`src/design/odsc_pkg.sv`:
```
// Constants shared by the eight-channel converter control logic
`default_nettype none
package odsc_pkg;
  // ==========================================================
  // Register addresses
  localparam logic [3:0] ADDR_NOP = 4'h0;
  localparam logic [3:0] ADDR_IDENTITY = 4'h1;
  localparam logic [3:0] ADDR_MODE = 4'h2;
  localparam logic [3:0] ADDR_CONFIG = 4'h3;
  localparam logic [3:0] ADDR_GAIN = 4'h4;
  localparam logic [3:0] ADDR_TRIGGER = 4'h5;
  localparam logic [3:0] ADDR_BCAST = 4'h6;
  localparam logic [3:0] ADDR_STATUS = 4'h7;
  localparam logic [3:0] ADDR_CODE0 = 4'h8;
  // ==========================================================
  // Frame layout, on the 24-bit command word
  localparam logic [5:0] FRAME_SHORT = 6'h18;
  localparam logic [5:0] FRAME_LONG = 6'h20;
  localparam int RW_BIT = 23;
  localparam int ERR_BIT = 22;
  localparam int ADDR_HI = 19;
  localparam int ADDR_LO = 16;
  localparam logic [7:0] CRC_POLY = 8'h07;
  // ==========================================================
  // Field positions
  localparam int CFG_ALERT_SEL = 13;
  localparam int CFG_ALERT_EN = 12;
  localparam int CFG_CRC_EN = 11;
  localparam int CFG_EARLY = 10;
  localparam int CFG_ODIS = 9;
  localparam int CFG_REF_OFF = 8;
  localparam int GAIN_DIV_BIT = 8;
  localparam int TRIG_LOAD_BIT = 4;
  localparam logic [3:0] SOFT_RESET_KEY = 4'ha;
  localparam logic [15:0] CFG_WRITE_MASK = 16'h3fff;
  localparam logic [15:0] GAIN_WRITE_MASK = 16'h01ff;
  // ==========================================================
  // Reset values and identity fields
  localparam logic [15:0] MODE_RESET = 16'hff00;
  localparam logic [15:0] CFG_RESET = 16'h0000;
  localparam logic [15:0] GAIN_RESET_ZERO = 16'h0000;
  localparam logic [15:0] GAIN_RESET_MID = 16'h00ff;
  localparam logic [15:0] CODE_RESET_ZERO = 16'h0000;
  localparam logic [15:0] CODE_RESET_MID = 16'h8000;
  localparam logic [15:0] BCAST_RESET = 16'h0000;
  localparam logic [2:0] ID_RES_16 = 3'h0;
  localparam logic [3:0] ID_CHANNELS = 4'h8;
  // ==========================================================
  // Frame tracking states
  typedef enum logic [1:0] {
    FRAME_IDLE = 2'b01,
    FRAME_SHIFT = 2'b10
  } odsc_frame_e;
endpackage : odsc_pkg
`default_nettype wire

```
`src/design/odsc_sync.sv`:
```
// Two-stage synchroniser for pin inputs
`default_nettype none
module odsc_sync #(
  parameter int WIDTH = 1
) (
  // Clock, reset and enable
  input wire logic clock,
  input wire logic reset,
  input wire logic enable,
  // Data
  input wire logic [WIDTH-1:0] async_in,
  output logic [WIDTH-1:0] sync_out
);
  logic [WIDTH-1:0] first_stage;

  // First stage feeds only the second stage
  always_ff @(posedge clock or posedge reset) begin
    if (reset) begin
      first_stage <= '0;
      sync_out <= '0;
    end else if (enable) begin
      first_stage <= async_in;
      sync_out <= first_stage;
    end
  end
endmodule : odsc_sync
`default_nettype wire

```
`src/design/odsc_crc8.sv`:
```
// CRC-8 over a 24-bit word, zero initial value, MSB first
`default_nettype none
module odsc_crc8 (
  // Data
  input wire logic [23:0] data,
  output logic [7:0] crc
);
  always_comb begin
    logic fb;
    fb = 1'b0;
    crc = 8'h00;
    for (int i = 23; i >= 0; i--) begin
      fb = crc[7] ^ data[i];
      crc = {crc[6:0], 1'b0} ^ (fb ? odsc_pkg::CRC_POLY : 8'h00);
    end
  end
endmodule : odsc_crc8
`default_nettype wire

```
`src/design/odsc_control.sv`:
```
// Serial control logic of the eight-channel voltage-output converter
`default_nettype none
module odsc_control #(
  parameter int CHANNELS = 8,
  parameter logic midscale_reset = 1'b0,
  parameter logic [4:0] identity_field = 5'h00,  // Arbitrary value
  parameter logic [1:0] revision_field = 2'h1    // Arbitrary value
) (
  // Clock, reset, enable
  input wire logic clock,
  input wire logic reset,
  input wire logic enable,
  // Serial link pins
  input wire logic serial_clock,
  input wire logic chip_select_n,
  input wire logic serial_in,
  output logic serial_out_or_alert_out,
  output logic serial_out_or_alert_oe,
  // Analog side status
  input wire logic reference_alarm_flag,
  // Analog side controls
  output logic [CHANNELS*16-1:0] channel_code_active,
  output logic [CHANNELS-1:0] channel_off,
  output logic [CHANNELS-1:0] buffer_double,
  output logic reference_on,
  output logic reference_divide
);
  // ==========================================================
  // Pin synchronisation and edge detection
  logic sclk_s, cs_n_s, sdi_s, ref_alarm_s;
  logic cs_sel_s;
  logic sclk_d, cs_n_d;
  logic sclk_fall, sclk_rise, cs_fall, cs_rise;

  odsc_sync #(.WIDTH(4)) pin_sync (
    .clock(clock),
    .reset(reset),
    .enable(enable),
    .async_in({serial_clock, ~chip_select_n, serial_in, reference_alarm_flag}),
    .sync_out({sclk_s, cs_sel_s, sdi_s, ref_alarm_s})
  );

  // Select travels inverted so a chain fresh out of reset reads deselected, with no false frame edge
  assign cs_n_s = ~cs_sel_s;

  always_ff @(posedge clock or posedge reset) begin
    if (reset) begin
      sclk_d <= 1'b0;
      cs_n_d <= 1'b1;
    end else if (enable) begin
      sclk_d <= sclk_s;
      cs_n_d <= cs_n_s;
    end
  end

  assign sclk_fall = enable & sclk_d & ~sclk_s;
  assign sclk_rise = enable & ~sclk_d & sclk_s;
  assign cs_fall = enable & cs_n_d & ~cs_n_s;
  assign cs_rise = enable & ~cs_n_d & cs_n_s;

  // ==========================================================
  // Registers
  logic [15:0] mode_select, config_reg, gain, bcast;
  logic [15:0] buffer [CHANNELS];
  logic [15:0] active [CHANNELS];
  logic crc_err_flag;
  logic crc_en;
  assign crc_en = config_reg[odsc_pkg::CFG_CRC_EN];

  // ==========================================================
  // Frame capture
  odsc_pkg::odsc_frame_e frame_state;
  logic [31:0] shreg;
  logic [5:0] bit_count;
  logic [5:0] frame_len;
  logic [23:0] word, echo_word;
  logic [7:0] crc_calc, echo_crc;
  logic [3:0] addr;
  logic [15:0] wdata, readback;
  logic frame_done, crc_ok, accept, do_write, do_read, soft_reset, load_pulse;

  assign frame_len = crc_en ? odsc_pkg::FRAME_LONG : odsc_pkg::FRAME_SHORT;
  assign word = crc_en ? shreg[31:8] : shreg[23:0];

  odsc_crc8 check_crc (
    .data(shreg[31:8]),
    .crc(crc_calc)
  );

  odsc_crc8 reply_crc (
    .data(echo_word),
    .crc(echo_crc)
  );

  // Frame passes when the CRC over the 24-bit word equals the appended CRC byte
  assign crc_ok = ~crc_en | (crc_calc == shreg[7:0]);
  assign frame_done = cs_rise & (frame_state == odsc_pkg::FRAME_SHIFT) & (bit_count >= frame_len);
  assign accept = frame_done & crc_ok;
  assign do_write = accept & ~word[odsc_pkg::RW_BIT];
  assign do_read = accept & word[odsc_pkg::RW_BIT];
  assign addr = word[odsc_pkg::ADDR_HI:odsc_pkg::ADDR_LO];
  assign wdata = word[15:0];
  // A write of any value to the no-operation address decodes to nothing
  assign soft_reset = do_write & (addr == odsc_pkg::ADDR_TRIGGER) &
                      (wdata[3:0] == odsc_pkg::SOFT_RESET_KEY);
  assign load_pulse = do_write & (addr == odsc_pkg::ADDR_TRIGGER) & wdata[odsc_pkg::TRIG_LOAD_BIT];

  always_ff @(posedge clock or posedge reset) begin
    if (reset) begin
      frame_state <= odsc_pkg::FRAME_IDLE;
    end else if (cs_fall) begin
      frame_state <= odsc_pkg::FRAME_SHIFT;
    end else if (cs_rise) begin
      frame_state <= odsc_pkg::FRAME_IDLE;
    end
  end

  // Counter saturates so an overlong chain frame still counts as complete
  always_ff @(posedge clock or posedge reset) begin
    if (reset) begin
      bit_count <= 6'h00;
    end else if (cs_fall || cs_rise) begin
      bit_count <= 6'h00;
    end else if (sclk_fall && frame_state == odsc_pkg::FRAME_SHIFT && bit_count != odsc_pkg::FRAME_LONG) begin
      bit_count <= bit_count + 6'h01;
    end
  end

  // Reply loads at frame open and is pushed out by incoming bits
  always_ff @(posedge clock or posedge reset) begin
    if (reset) begin
      shreg <= 32'h0000_0000;
    end else if (cs_fall) begin
      shreg <= crc_en ? {echo_word, echo_crc} : {8'h00, echo_word};
    end else if (sclk_fall && frame_state == odsc_pkg::FRAME_SHIFT) begin
      shreg <= {shreg[30:0], sdi_s};
    end
  end

  // ==========================================================
  // Serial output
  logic sdo_bit;
  logic top_now, top_next;
  assign top_now = crc_en ? shreg[31] : shreg[23];
  assign top_next = crc_en ? shreg[30] : shreg[22];

  always_ff @(posedge clock or posedge reset) begin
    if (reset) begin
      sdo_bit <= 1'b0;
    end else if (cs_fall) begin
      sdo_bit <= echo_word[23];
    end else if (frame_state == odsc_pkg::FRAME_SHIFT) begin
      if (config_reg[odsc_pkg::CFG_EARLY] && sclk_fall) begin
        sdo_bit <= top_next;
      end else if (!config_reg[odsc_pkg::CFG_EARLY] && sclk_rise) begin
        sdo_bit <= top_now;
      end
    end
  end

  // Alert mode turns the pin into an open-drain, active-low flag
  logic alert_level;
  assign alert_level = config_reg[odsc_pkg::CFG_ALERT_SEL] ? ref_alarm_s : crc_err_flag;
  always_comb begin
    if (config_reg[odsc_pkg::CFG_ALERT_EN]) begin
      serial_out_or_alert_out = 1'b0;
      serial_out_or_alert_oe = alert_level;
    end else begin
      serial_out_or_alert_out = sdo_bit;
      serial_out_or_alert_oe = ~config_reg[odsc_pkg::CFG_ODIS] & ~cs_n_s;
    end
  end

  // ==========================================================
  // Readback and reply word
  always_comb begin
    readback = 16'h0000;
    unique case (addr)
      odsc_pkg::ADDR_IDENTITY: readback = {1'b0, odsc_pkg::ID_RES_16, odsc_pkg::ID_CHANNELS,
                                           midscale_reset, identity_field, revision_field};
      odsc_pkg::ADDR_MODE: readback = mode_select;
      odsc_pkg::ADDR_CONFIG: readback = config_reg;
      odsc_pkg::ADDR_GAIN: readback = gain;
      odsc_pkg::ADDR_BCAST: readback = bcast;
      odsc_pkg::ADDR_STATUS: readback = {15'h0000, ref_alarm_s};
      default: begin
        if (addr >= odsc_pkg::ADDR_CODE0) begin
          readback = buffer[addr[2:0]];
        end
      end
    endcase
  end

  always_ff @(posedge clock or posedge reset) begin
    if (reset) begin
      echo_word <= 24'h00_0000;
      crc_err_flag <= 1'b0;
    end else if (soft_reset) begin
      echo_word <= 24'h00_0000;
      crc_err_flag <= 1'b0;
    end else if (frame_done) begin
      echo_word <= {word[23], ~crc_ok, word[21:16],
                    do_read ? readback : wdata};
      crc_err_flag <= ~crc_ok;
    end
  end

  // ==========================================================
  // Configuration registers
  always_ff @(posedge clock or posedge reset) begin
    if (reset) begin
      mode_select <= odsc_pkg::MODE_RESET;
      config_reg <= odsc_pkg::CFG_RESET;
      gain <= midscale_reset ? odsc_pkg::GAIN_RESET_MID : odsc_pkg::GAIN_RESET_ZERO;
      bcast <= odsc_pkg::BCAST_RESET;
    end else if (soft_reset) begin
      mode_select <= odsc_pkg::MODE_RESET;
      config_reg <= odsc_pkg::CFG_RESET;
      gain <= midscale_reset ? odsc_pkg::GAIN_RESET_MID : odsc_pkg::GAIN_RESET_ZERO;
      bcast <= odsc_pkg::BCAST_RESET;
    end else if (do_write) begin
      if (addr == odsc_pkg::ADDR_MODE) begin
        mode_select <= wdata;
      end
      if (addr == odsc_pkg::ADDR_CONFIG) begin
        config_reg <= wdata & odsc_pkg::CFG_WRITE_MASK;
      end
      if (addr == odsc_pkg::ADDR_GAIN) begin
        gain <= wdata & odsc_pkg::GAIN_WRITE_MASK;
      end
      if (addr == odsc_pkg::ADDR_BCAST) begin
        bcast <= wdata;
      end
    end
  end

  assign channel_off = config_reg[CHANNELS-1:0];
  assign reference_on = ~config_reg[odsc_pkg::CFG_REF_OFF];
  assign reference_divide = gain[odsc_pkg::GAIN_DIV_BIT];
  assign buffer_double = gain[CHANNELS-1:0];

  // ==========================================================
  // Channel buffer and active codes
  logic [15:0] code_reset;
  assign code_reset = midscale_reset ? odsc_pkg::CODE_RESET_MID : odsc_pkg::CODE_RESET_ZERO;

  for (genvar i = 0; i < CHANNELS; i++) begin : g_chan
    logic hit;
    assign hit = do_write & (addr == odsc_pkg::ADDR_CODE0 + 4'(i));

    always_ff @(posedge clock or posedge reset) begin
      if (reset) begin
        buffer[i] <= midscale_reset ? odsc_pkg::CODE_RESET_MID : odsc_pkg::CODE_RESET_ZERO;
      end else if (soft_reset) begin
        buffer[i] <= code_reset;
      end else if (hit) begin
        buffer[i] <= wdata;
      end
    end

    // Broadcast outranks a same-frame trigger since one frame carries one address
    always_ff @(posedge clock or posedge reset) begin
      if (reset) begin
        active[i] <= odsc_pkg::CODE_RESET_ZERO;
      end else if (soft_reset) begin
        active[i] <= code_reset;
      end else if (do_write && addr == odsc_pkg::ADDR_BCAST && mode_select[8+i]) begin
        active[i] <= wdata;
      end else if (hit && !mode_select[i]) begin
        active[i] <= wdata;
      end else if (load_pulse && mode_select[i]) begin
        active[i] <= buffer[i];
      end
    end

    assign channel_code_active[i*16 +: 16] = active[i];
  end

  // ==========================================================
  // Checks
  async_update_a: assert property (@(posedge clock) disable iff (reset)
    (do_write && addr == odsc_pkg::ADDR_CODE0 && !mode_select[0]) |=> active[0] == $past(wdata))
    else $error("asynchronous channel did not take the code");
  sync_hold_a: assert property (@(posedge clock) disable iff (reset)
    (do_write && addr == odsc_pkg::ADDR_CODE0 && mode_select[0]) |=> active[0] == $past(active[0]))
    else $error("synchronous channel changed without trigger");
  trigger_load_a: assert property (@(posedge clock) disable iff (reset)
    (load_pulse && mode_select[1] && !soft_reset) |=> active[1] == $past(buffer[1]))
    else $error("trigger did not load synchronous channel");
  broadcast_load_a: assert property (@(posedge clock) disable iff (reset)
    (do_write && addr == odsc_pkg::ADDR_BCAST && mode_select[15]) |=> active[7] == bcast)
    else $error("broadcast member missed the value");
  crc_discard_a: assert property (@(posedge clock) disable iff (reset)
    (frame_done && !crc_ok) |=> ($stable(config_reg) && $stable(mode_select) && $stable(bcast)))
    else $error("failed frame changed a register");
  soft_reset_a: assert property (@(posedge clock) disable iff (reset)
    soft_reset |=> (mode_select == odsc_pkg::MODE_RESET && config_reg == odsc_pkg::CFG_RESET))
    else $error("soft reset left a register changed");
  short_frame_a: assert property (@(posedge clock) disable iff (reset)
    (cs_rise && bit_count < frame_len) |-> !do_write ##1 $stable(config_reg))
    else $error("short frame was decoded");
  output_release_a: assert property (@(posedge clock) disable iff (reset)
    (!config_reg[odsc_pkg::CFG_ALERT_EN] && (config_reg[odsc_pkg::CFG_ODIS] || cs_n_s))
      |-> !serial_out_or_alert_oe)
    else $error("serial output driven while released");
  counter_restart_a: assert property (@(posedge clock) disable iff (reset)
    cs_rise |=> bit_count == 6'h00)
    else $error("bit counter not restarted");
  read_echo_a: assert property (@(posedge clock) disable iff (reset)
    (do_read && addr == odsc_pkg::ADDR_CONFIG) |=> echo_word[15:0] == $past(config_reg))
    else $error("read reply lost register contents");
endmodule : odsc_control
`default_nettype wire

```
`config.mk`:
```
export PLATFORM = sky130hd
export DESIGN_NAME = odsc_control
export DESIGN_NICKNAME = d
export VERILOG_FILES = /design/src/design/odsc_pkg.sv /design/src/design/odsc_sync.sv /design/src/design/odsc_crc8.sv /design/src/design/odsc_control.sv
export SDC_FILE = /design/constraint.sdc
export NUM_CORES = 1
export LEC_CHECK = 0
export ABC_AREA = 1
export BUFFER_PORTS_ARGS = -buffer_cell sky130_fd_sc_hd__buf_2
export CELL_PAD_IN_SITES_DETAIL_PLACEMENT = 2
export CELL_PAD_IN_SITES_GLOBAL_PLACEMENT = 2
export CORE_MARGIN = 2
export CORE_UTILIZATION = 30
export CTS_BUF_LIST = sky130_fd_sc_hd__clkbuf_8 sky130_fd_sc_hd__clkbuf_16
export DETAILED_ROUTE_END_ITERATION = 8
export PLACE_DENSITY = 0.77
export SYNTH_ARGS = -nofsm -noshare
export SYNTH_HDL_FRONTEND = slang
export SYNTH_SLANG_ARGS = --single-unit
```
`constraint.sdc`:
```
create_clock -name clock -period 15.9 [get_ports clock]
set_input_delay 3.975 -clock clock [delete_from_list [all_inputs] [get_ports clock]]
set_output_delay 3.975 -clock clock [all_outputs]
set_load 0.1 [all_outputs]
```
# Word level (Yosys, flattened, before mapping)
# Index checks and enable logic that the tools add are counted.
# word_totals
inputBits,7
out_inout_bits,148
word_cells,389
ff_bits,396
# op_classes
bitwise_logic,129
order_cmp,3
add_sub_neg,1
n_mux,136
n_eq_ne,19
n_reduce_logical,71
# op_table
cell,count
2-to-1 mux 16 bit,64
XOR 8 bit,44
2-to-1 mux 3 bit,48
2-to-1 mux 32 bit,3
one-hot mux 16 bit (6 select lines),1
2-to-1 mux 24 bit,3
binary-select mux 16 bit (select 3 bit),1
XOR 1 bit,44
== test 4 bit (second input constant),9
nonzero test 2 bit,18
nonzero test 4 bit,8
logical AND 1 bit,29
AND 1 bit,25
2-to-1 mux 6 bit,3
== test 4 x 3 -> 1 bit (second input constant),4
XOR 8 x 3 -> 8 bit,2
2-to-1 mux 1 bit,11
NOT 1 bit,10
AND reduction 2 bit,5
zero test 1 bit,9
== test 4 x 2 -> 1 bit (second input constant),2
== test 8 bit,1
>= comparator 4 bit (second input constant),2
adder 6 x 1 -> 6 bit (second input constant),1
10 further kinds,12

# Depth between registers and ports, before layout
# Gate-level depths: netlist (run 1).
# depth
depth_word,80
mapped_depth,31
mapped_depth_nobuf,29

# Hierarchy
# Synthesis (run 1) repeated with hierarchy kept, for this count alone.
# unflattened
hier_cells,3002
hier_area_um2,21141.5
# by_module_without_submodules
mod,seq_area_each_um2,cells_each,area_per_inst_um2,instances
odsc_control,9471.6,2483,18642.9,1
odsc_crc8,0.0,242,1094.8,2
odsc_sync,200.2,35,309.0,1

# Worst setup path before layout (run 1)
# Ideal clock, no wire load.
# synth_timing
kind,input -> register
start,input port enable
end,"register active, in the netlist channel_code_active[26]"
setup_time_ps,121
n_path_buf,3
path_stages,14
t_required_ps,15779
path_slack_ps,10006
t_arrival_ps,5773
path_cell_list,nand2_1 nor2_1 inv_1 nor2_1 nand2_1 clkinv_1 nand3_4 nor3_4 inv_2 buf_2 buf_2 buf_2 nand3_1 nand2_1
# synth_via
elab_chain_cells,11
word_cells_on_any_way,18
classes_between,mux: 3; bitwise: 10; reduce/logical: 5
# synth_lines
element,line,source
"start, declared",odsc_control.sv:12,"input wire logic enable,"
AND 1 bit * (2 in series),odsc_control.sv:59,assign cs_rise = enable & ~cs_n_d & cs_n_s;
AND 1 bit * (2 in series),odsc_control.sv:97,assign frame_done = cs_rise & (frame_state == odsc_pkg::FRAME_SHIFT) & (bit_count >= frame_len);
AND 1 bit *,odsc_control.sv:98,assign accept = frame_done & crc_ok;
AND 1 bit *,odsc_control.sv:99,assign do_write = accept & ~word[odsc_pkg::RW_BIT];
AND 1 bit,odsc_control.sv:249,assign hit = do_write & (addr == odsc_pkg::ADDR_CODE0 + 4'(i));
logical AND 1 bit,odsc_control.sv:269,end else if (hit && !mode_select[i]) begin
2-to-1 mux 16 bit,odsc_control.sv:269,
2-to-1 mux 16 bit,odsc_control.sv:267,end else if (do_write && addr == odsc_pkg::ADDR_BCAST && mode_select[8+i]) begin
2-to-1 mux 16 bit,odsc_control.sv:265,end else if (soft_reset) begin
"end signal, assigned by index",odsc_control.sv:266,active[i] <= code_reset;
"end signal, assigned by index",odsc_control.sv:268,active[i] <= wdata;
"end signal, assigned by index",odsc_control.sv:270,active[i] <= wdata;
"end, declared",odsc_control.sv:65,logic [15:0] active [CHANNELS];
# Every way passes the cells marked *; elsewhere a longest branch is shown, timed or not.
# A chain may end at the register's enable or synchronous reset.

# Worst setup path after layout (run 1)
# layout_timing
start,input port enable
end,register buffer[97] (netlist name)
# layout_via
elab_chain_cells,9
word_cells_on_any_way,11
classes_between,mux: 1; bitwise: 9; reduce/logical: 1
# layout_lines
element,line,source
AND 1 bit * (2 in series),odsc_control.sv:59,
AND 1 bit * (2 in series),odsc_control.sv:97,
AND 1 bit *,odsc_control.sv:98,
AND 1 bit *,odsc_control.sv:99,
AND 1 bit (2 in series),odsc_control.sv:104,assign soft_reset = do_write & (addr == odsc_pkg::ADDR_TRIGGER) &
2-to-1 mux 16 bit or nonzero test 2 bit (tied branches),-,
"end signal, assigned by index",odsc_control.sv:253,buffer[i] <= midscale_reset ? odsc_pkg::CODE_RESET_MID : odsc_pkg::CODE_RESET_ZERO;
"end signal, assigned by index",odsc_control.sv:255,buffer[i] <= code_reset;
"end signal, assigned by index",odsc_control.sv:257,buffer[i] <= wdata;
"end, declared",odsc_control.sv:64,logic [15:0] buffer [CHANNELS];
# Marked as above.

==> run summary, run 1 <==
- Post-Route Utilization: 34.67%
- Max stage delay cell, worst path: clkinv_1
- largest cells by area after synthesis: dfrtp_1, nand2_1, nand3_1, o21ai_0, nand4_1
- initial standard-cell utilization of the core: 30.26%
- commonest cells in the synthesized netlist: nand2_1, dfrtp_1, nand3_1, o21ai_0, clkbuf_1
- Largest stage delay, worst path: 0.93 ns
- total DRC errors in the routed layout: 0
- hold-fix buffers at CTS: 0
- most frequent cell after synthesis: nand2_1
- sequential share of the synthesized area: 45.63%
- Worst Path Buf+Inv: 5
- Worst Hold Class: flip-flop to flip-flop
- Detailed Route Iter0 Violations: 1874
- initial antenna violation count: 4
- Mapped Area: 21190 sq um
- IO Count: 155
- DR vias: 21410
- Max Buffers Root-to-Sink: 3
- CORE AREA: 70030 sq um
- first-pass GRT wire length: 150700 microns
- instance count after placement with tap cells included: 3708
- setup TNS after final layout: 0 ns
- floorplan die height: 269.8 microns
- total detailed-routing wirelength: 99340 microns
- quantity of I/O buffers inserted on ports: 154
- H-Tree Level Count: 2
- synthesized net count: 2772
- via count of the first global-routing pass: 22780
- routed length per instance: 26.19 microns
- total setup violations reported at the end of the flow: 0
- root buffer cell: clkbuf_16
- Max Freq: 0.1210 GHz
- CTS tree: built
- relative area change from synthesis to final layout: 14.56%
- total overflow reported by the global router: 0
- Critical Path Most Common Cell: nand2_1
- maximum number of pins on one net before global-route repair: 159
- count of flip-flops with a built-in enable after synthesis: 0
- Synth Flop Type: dfrtp_1
- remaining antenna violation count: 0
- transition time at the pin with the least slew margin: 1.334 ns
- number of nets in the finished design: 2828
- total half-perimeter wirelength after legalization and detailed placement: 69290 microns
- data required time of the worst path: 16.39 ns
- worst-path cell chain: buf_2 > nand2_1 > nor2_1 > inv_1 > nor2_1 > nand2_1 > clkinv_1 > nand3_4 > nor3_4 > inv_4 > buf_4 > nand2_1 > o21ai_0
- routed vias/inst: 5.645
- clk sinks: 386
- ratio of cells with drive above 1 in the final layout: 13.36%
- clock latency at the later pin of the worst-skew pair: 0.61 ns
- unrepaired setup endpoints after global routing: no
- cells after synthesis: 2760
- number of clock buffers inserted by TritonCTS: 46
- gpl congestion: 0.8921
- Max Slew Vio Count: 0
- result of the run: complete, no violations
- number of library cell types mapped by synthesis: 48
- final period utilization: 51.96%
- # Max-Cap Violations: 0
- die width: 269.8 microns
- kind of end point of the critical path: flip-flop
- standard-cell rows: 97
- reported leakage power: 12.11 nW
- crit path kind: primary input to flip-flop
- Largest delay share family, worst path: buffers and inverters
- synthesized flop and latch total: 386
- shortest period the worst path allows: 8.262 ns
- Reg clk slew, reported paths: 0.06 ns
- Cell Count, Final, Fillers Out: 3793
- post_cts resized: 0
- Setup Fix Bufs, Post-CTS: 0
- fraction of synthesis flops using an asynchronous set or reset pin: 100.0%
- nature of the critical path startpoint: primary input
- power per cell area: 160.6 nW/um^2
- GRT Resource Usage Total: 27.17%
- maximum resistive drop on vdd: 0.00009425 V
- cell accounting for the most synthesized area: dfrtp_1
- average cell area after synthesis: 7.679 sq um
- Pre-Repair DR Iteration Count: 5
- Hold Fails Final Rpt: 0
- number of filler instances in the final layout: 8144
- portion of synthesized cell area occupied by the leading cell type: 44.39%
- warning count from the yosys run: 0
- Worst Skew: 0.02445 ns
- Die Footprint: 72790 sq um
- data arrival at the endpoint of the critical path: 8.75 ns
- worst relative slew slack: 10.72%
- largest driver fanout on the critical path: 94
## worst paths after layout
check / from / end / slack, ns / cells past startpoint
min in group asynchronous: reset / channel_code_active[20]$_DFFE_PP0P_ / 3.45 / 2
max in group asynchronous: reset / buffer[13]$_DFFE_PP0P_ / 10.83 / 3
min: pin_sync.first_stage[0]$_DFFE_PP0P_ / pin_sync.first_stage[0]$_DFFE_PP0P_ / 0.48 / 2
max reg2reg: config_reg[11]$_DFFE_PP0P_ / buffer[97]$_DFFE_PP0P_ / 9.92 / 12
max: enable / buffer[97]$_DFFE_PP0P_ / 7.64 / 13
min reg2reg: pin_sync.first_stage[0]$_DFFE_PP0P_ / pin_sync.first_stage[0]$_DFFE_PP0P_ / 0.48 / 2
## metrics by stage
| step | hold slack, ns | total power, W | instance area (sq um) | worst slack [ns] |
|---|---|---|---|---|
| 4_1_cts | 0.4828 | 0.003887 | 24280 | 7.693 |
| 2_1_floorplan | 0.4417 | 0.002095 | 21190 | 1.214 |
| 3_3_place_gp | 0.4554 | 0.002670 | 22710 | 7.402 |
| 5_1_grt | 0.5170 | 0.004085 | 24280 | 7.221 |
| 3_5_place_dp | 0.4667 | 0.002755 | 22710 | 7.127 |
| 6_report | 0.4784 | 0.003900 | 24280 | 7.638 |
## where the power goes
part	leakage, nW	internal, W	switching [W]
logic	6.05	0.000438	0.00126
clock network	0.831	0.000659	0.000456
registers	5.23	0.00103	0.0000573
total	12.1	0.00213	0.00177
## layer usage
layer	global-route usage (%)	vias up	share of wire, %
met5	0	-	0.010
li1	-	9498	-
met1	36.08	11020	43
met4	11.86	2	4.6
met2	42.72	704	45
met3	5.717	187	7.1
## cells in the final DEF, fill, tap and decap left out, types with 6 or more instances in the layout
cell type,count
nand4_1,140
o211ai_1,20
inv_2,9
clkinv_1,6
xnor2_1,26
nor2_1,90
a21oi_1,15
nor3_1,18
o311ai_0,7
clkbuf_16,47
dfrtp_1,375
o221ai_1,12
nand2_2,29
clkbuf_8,9
buf_2,154
a22oi_1,14
nor2_2,11
nand3_2,26
o21ai_0,280
nand3_1,307
o22ai_1,42
a31oi_2,6
dfstp_2,10
buf_4,50
o21ai_1,41
xor2_1,37
nand2_1,854
a31oi_1,16
o31ai_1,13
inv_1,133
## worst reg2reg max path: stages, from the launching register on
cell	delay (ns)
dfrtp_2	0.70
inv_1	0.20
ha_1	0.37
a21oi_1	0.19
o211ai_1	0.11
nand2_1	0.41
clkinv_1	0.93
nand3_4	0.56
nor3_4	0.08
inv_4	0.37
buf_4	0.85
nand2_1	0.69
o21ai_0	0.39
## kinds of logic (layout without fill, tap and decap cells)
family | count (synthesis) | count (layout) | share of synthesized area (%)
other | 0 | 1 | 0
AO/OA/AOI/OAI | 492 | 492 | 13.42
AND/OR/NAND/NOR | 1484 | 1484 | 31.39
adder cells (fa/ha/maj) | 5 | 5 | 0.2952
flip-flops | 386 | 386 | 45.63
buffers and inverters | 330 | 422 | 6.653
XOR/XNOR | 63 | 63 | 2.603
## cell type report
class / count / area (sq um) / area share (%)
clock inverter: 28 / 265.3 / 1.093
clock buffer: 56 / 1300 / 5.354
antenna: 1 / 2.502 / 0.01031
timing repair buffer: 205 / 1166 / 4.803
inverter: 133 / 509.2 / 2.097
tap: 940 / 1176 / 4.844
sequential: 386 / 9673 / 39.84
multi-input combinational: 2044 / 10190 / 41.96
Power figures use the tool's default switching activity.
==> run 2: changes to the inputs <==
Settings changed: PLACE_DENSITY 0.77 to 0.8.
Clock period 15.9 ns to 7.5 ns, I/O delays scaled along.
==> run 2 against run 1 <==
Effect of this change: register-to-register slack got worse by 7.7 ns; combinational power is 110% higher; die area unchanged; global-route usage down 0.19 points; first-iteration DRC count fell by 2.9%; sequential share of layout area grew 0.059 points; worst hold slack got worse by 0.0049 ns; wire length is 0.73% lower; critical path depth is 1 higher.
==> run summary, run 2 (synthesized netlist as in run 1, its figures left out) <==
- Worst Path Buf+Inv: 5
- cell depth of the worst flop-to-flop path: 14
- quantity of I/O buffers inserted on ports: 154
- number of clock buffers inserted by TritonCTS: 45
- Largest stage delay, worst path: 0.83 ns
- Largest delay share family, worst path: simple AND/OR/NAND/NOR gates
- Max Freq: 0.1797 GHz
- final period utilization: 74.19%
- maximum resistive drop on vdd: 0.0001881 V
- total half-perimeter wirelength after legalization and detailed placement: 68460 microns
- Sw Ratio: 46.14%
- data required time of the worst path: 8.03 ns
- Post-Route Utilization: 34.62%
- routed length per instance: 25.99 microns
- leading cell type in the layout, fill and taps excluded: nand2_1
- Max Slew Vio Count: 0
- Pre-Repair DR Iteration Count: 5
- number of nets in the finished design: 2829
- remaining antenna violation count: 0
- post_cts resized: 0
- initial antenna violation count: 2
- power per cell area: 338.4 nW/um^2
- clock network power share: 27.6%
- pre-CTS setup slack: 1.483 ns
- root buffer cell: clkbuf_16
- CTS tree: built
- GRT Resource Usage Total: 26.98%
- Worst Hold Class: flip-flop to flip-flop
- Detailed Route Iter0 Violations: 1820
- floorplan die height: 269.8 microns
- setup TNS after final layout: 0 ns
- maximum number of pins on one net before global-route repair: 153
- # Max-Cap Violations: 0
- result of the run: complete, no violations
- number of filler instances in the final layout: 8083
- DR vias: 21580
- instance count after placement with tap cells included: 3710
- Critical Path Most Common Cell: nand2_1
- routed vias/inst: 5.687
- H-Tree Level Count: 2
- initial standard-cell utilization of the core: 30.26%
- clk sinks: 386
- clock latency at the later pin of the worst-skew pair: 0.62 ns
- cell count along the critical path: 14
- Worst Skew: 0.03404 ns
- unrepaired setup endpoints after global routing: no
- P_sw: 0.003786 W
- top library cells by usage in the layout, fill and taps aside: nand2_1, dfrtp_1, nand3_1
- total overflow reported by the global router: 0
- ratio of cells with drive above 1 in the final layout: 13.60%
- nature of the critical path startpoint: primary input
- Max Buffers Root-to-Sink: 3
- gpl congestion: 0.9321
- Cell Count, Final, Fillers Out: 3795
- total detailed-routing wirelength: 98620 microns
- CORE AREA: 70030 sq um
- post-route worst setup slack: 1.936 ns
- IO Count: 155
- power share of the sequential group: 28.0%
- data arrival at the endpoint of the critical path: 6.10 ns
- first-pass GRT wire length: 151200 microns
- number of cells traversed by the worst hold path: 2
- crit path kind: primary input to flip-flop
- Reg clk slew, reported paths: 0.06 ns
- total setup violations reported at the end of the flow: 0
- Die Footprint: 72790 sq um
- shortest period the worst path allows: 5.564 ns
- relative area change from synthesis to final layout: 14.39%
- transition time at the pin with the least slew margin: 1.307 ns
- Hold Fails Final Rpt: 0
- Max stage delay cell, worst path: nand4_1
- cell-internal power: 0.004419 W
- part of the power in combinational logic: 44.4%
- worst relative slew slack: 12.60%
- total DRC errors in the routed layout: 0
- via count of the first global-routing pass: 22820
- reported leakage power: 12.08 nW
- Setup Fix Bufs, Post-CTS: 0
- hold-fix buffers at CTS: 0
- largest driver fanout on the critical path: 24
- die width: 269.8 microns
- kind of end point of the critical path: flip-flop
- worst-path cell chain: buf_2 > nand2_1 > nor2_1 > inv_1 > nor2_1 > nand2_1 > clkinv_1 > buf_4 > nand3_4 > inv_2 > nand4_1 > nand3_2 > nand3_1 > nand2_1
- standard-cell rows: 97
==> run 2: power by group through the flow <==
stage	Combinational [W]	Clock, W	Sequential, W
after CTS	0.00356	0.00229	0.00230
after global routing	0.00391	0.00238	0.00231
final	0.00364	0.00227	0.00230
after global placement	0.00338	0	0.00233
after detailed placement	0.00354	0	0.00233
after floorplan	0.00215	0	0.00229
==> run 2: routing by layer <==
| layer | vias up | track usage, % | routed length [microns] |
|---|---|---|---|
| met1 | 11130 | 37.08 | 43460 |
| met4 | 0 | 10.67 | 4167 |
| li1 | 9503 | - | - |
| met5 | - | 0 | 0 |
| met2 | 745 | 42.27 | 44410 |
| met3 | 204 | 4.534 | 6575 |
==> run 2: worst min-delay path, delay by kind of cell (launching register included) <==
family           cells  cell delay [ns]
and+or+nand+nor      2             0.11
DFF                  1             0.37
==> run 2: metrics by stage <==
stage	power, W	instance area (sq um)	hold slack (ns)
3_3_place_gp	0.005713	22710	0.4558
5_1_grt	0.008602	24240	0.5179
3_5_place_dp	0.005873	22710	0.4656
6_report	0.008205	24240	0.4735
2_1_floorplan	0.004442	21200	0.4417
4_1_cts	0.008144	24210	0.4759
==> run 2: worst paths after layout <==
kind / start / endpoint / slack [ns]
worst max-delay path: enable / channel_code_active[74]$_DFFE_PP0P_ / 1.94
worst min-delay path: frame_state[0]$_DFFE_PP1N_ / frame_state[0]$_DFFE_PP1N_ / 0.47
worst max register to register: config_reg[11]$_DFFE_PP0P_ / channel_code_active[37]$_DFFE_PP0P_ / 2.23
worst min register to register: frame_state[0]$_DFFE_PP1N_ / frame_state[0]$_DFFE_PP1N_ / 0.47
max in group asynchronous: reset / channel_code_active[81]$_DFFE_PP0P_ / 4.49
min in group asynchronous: reset / pin_sync.first_stage[3]$_DFFE_PP0P_ / 1.26
==> run 2: area by class of cell <==
| cell class | instances | area, sq um | area share [%] |
|---|---|---|---|
| Inverter | 133 | 505.5 | 2.085 |
| Tap cell | 940 | 1176 | 4.851 |
| Clock inverter | 25 | 192.7 | 0.7948 |
| Clock buffer | 57 | 1303 | 5.373 |
| Multi-Input combinational cell | 2044 | 10200 | 42.09 |
| Sequential cell | 386 | 9673 | 39.90 |
| Antenna cell | 3 | 7.507 | 0.03097 |
| Timing Repair Buffer | 207 | 1181 | 4.872 |
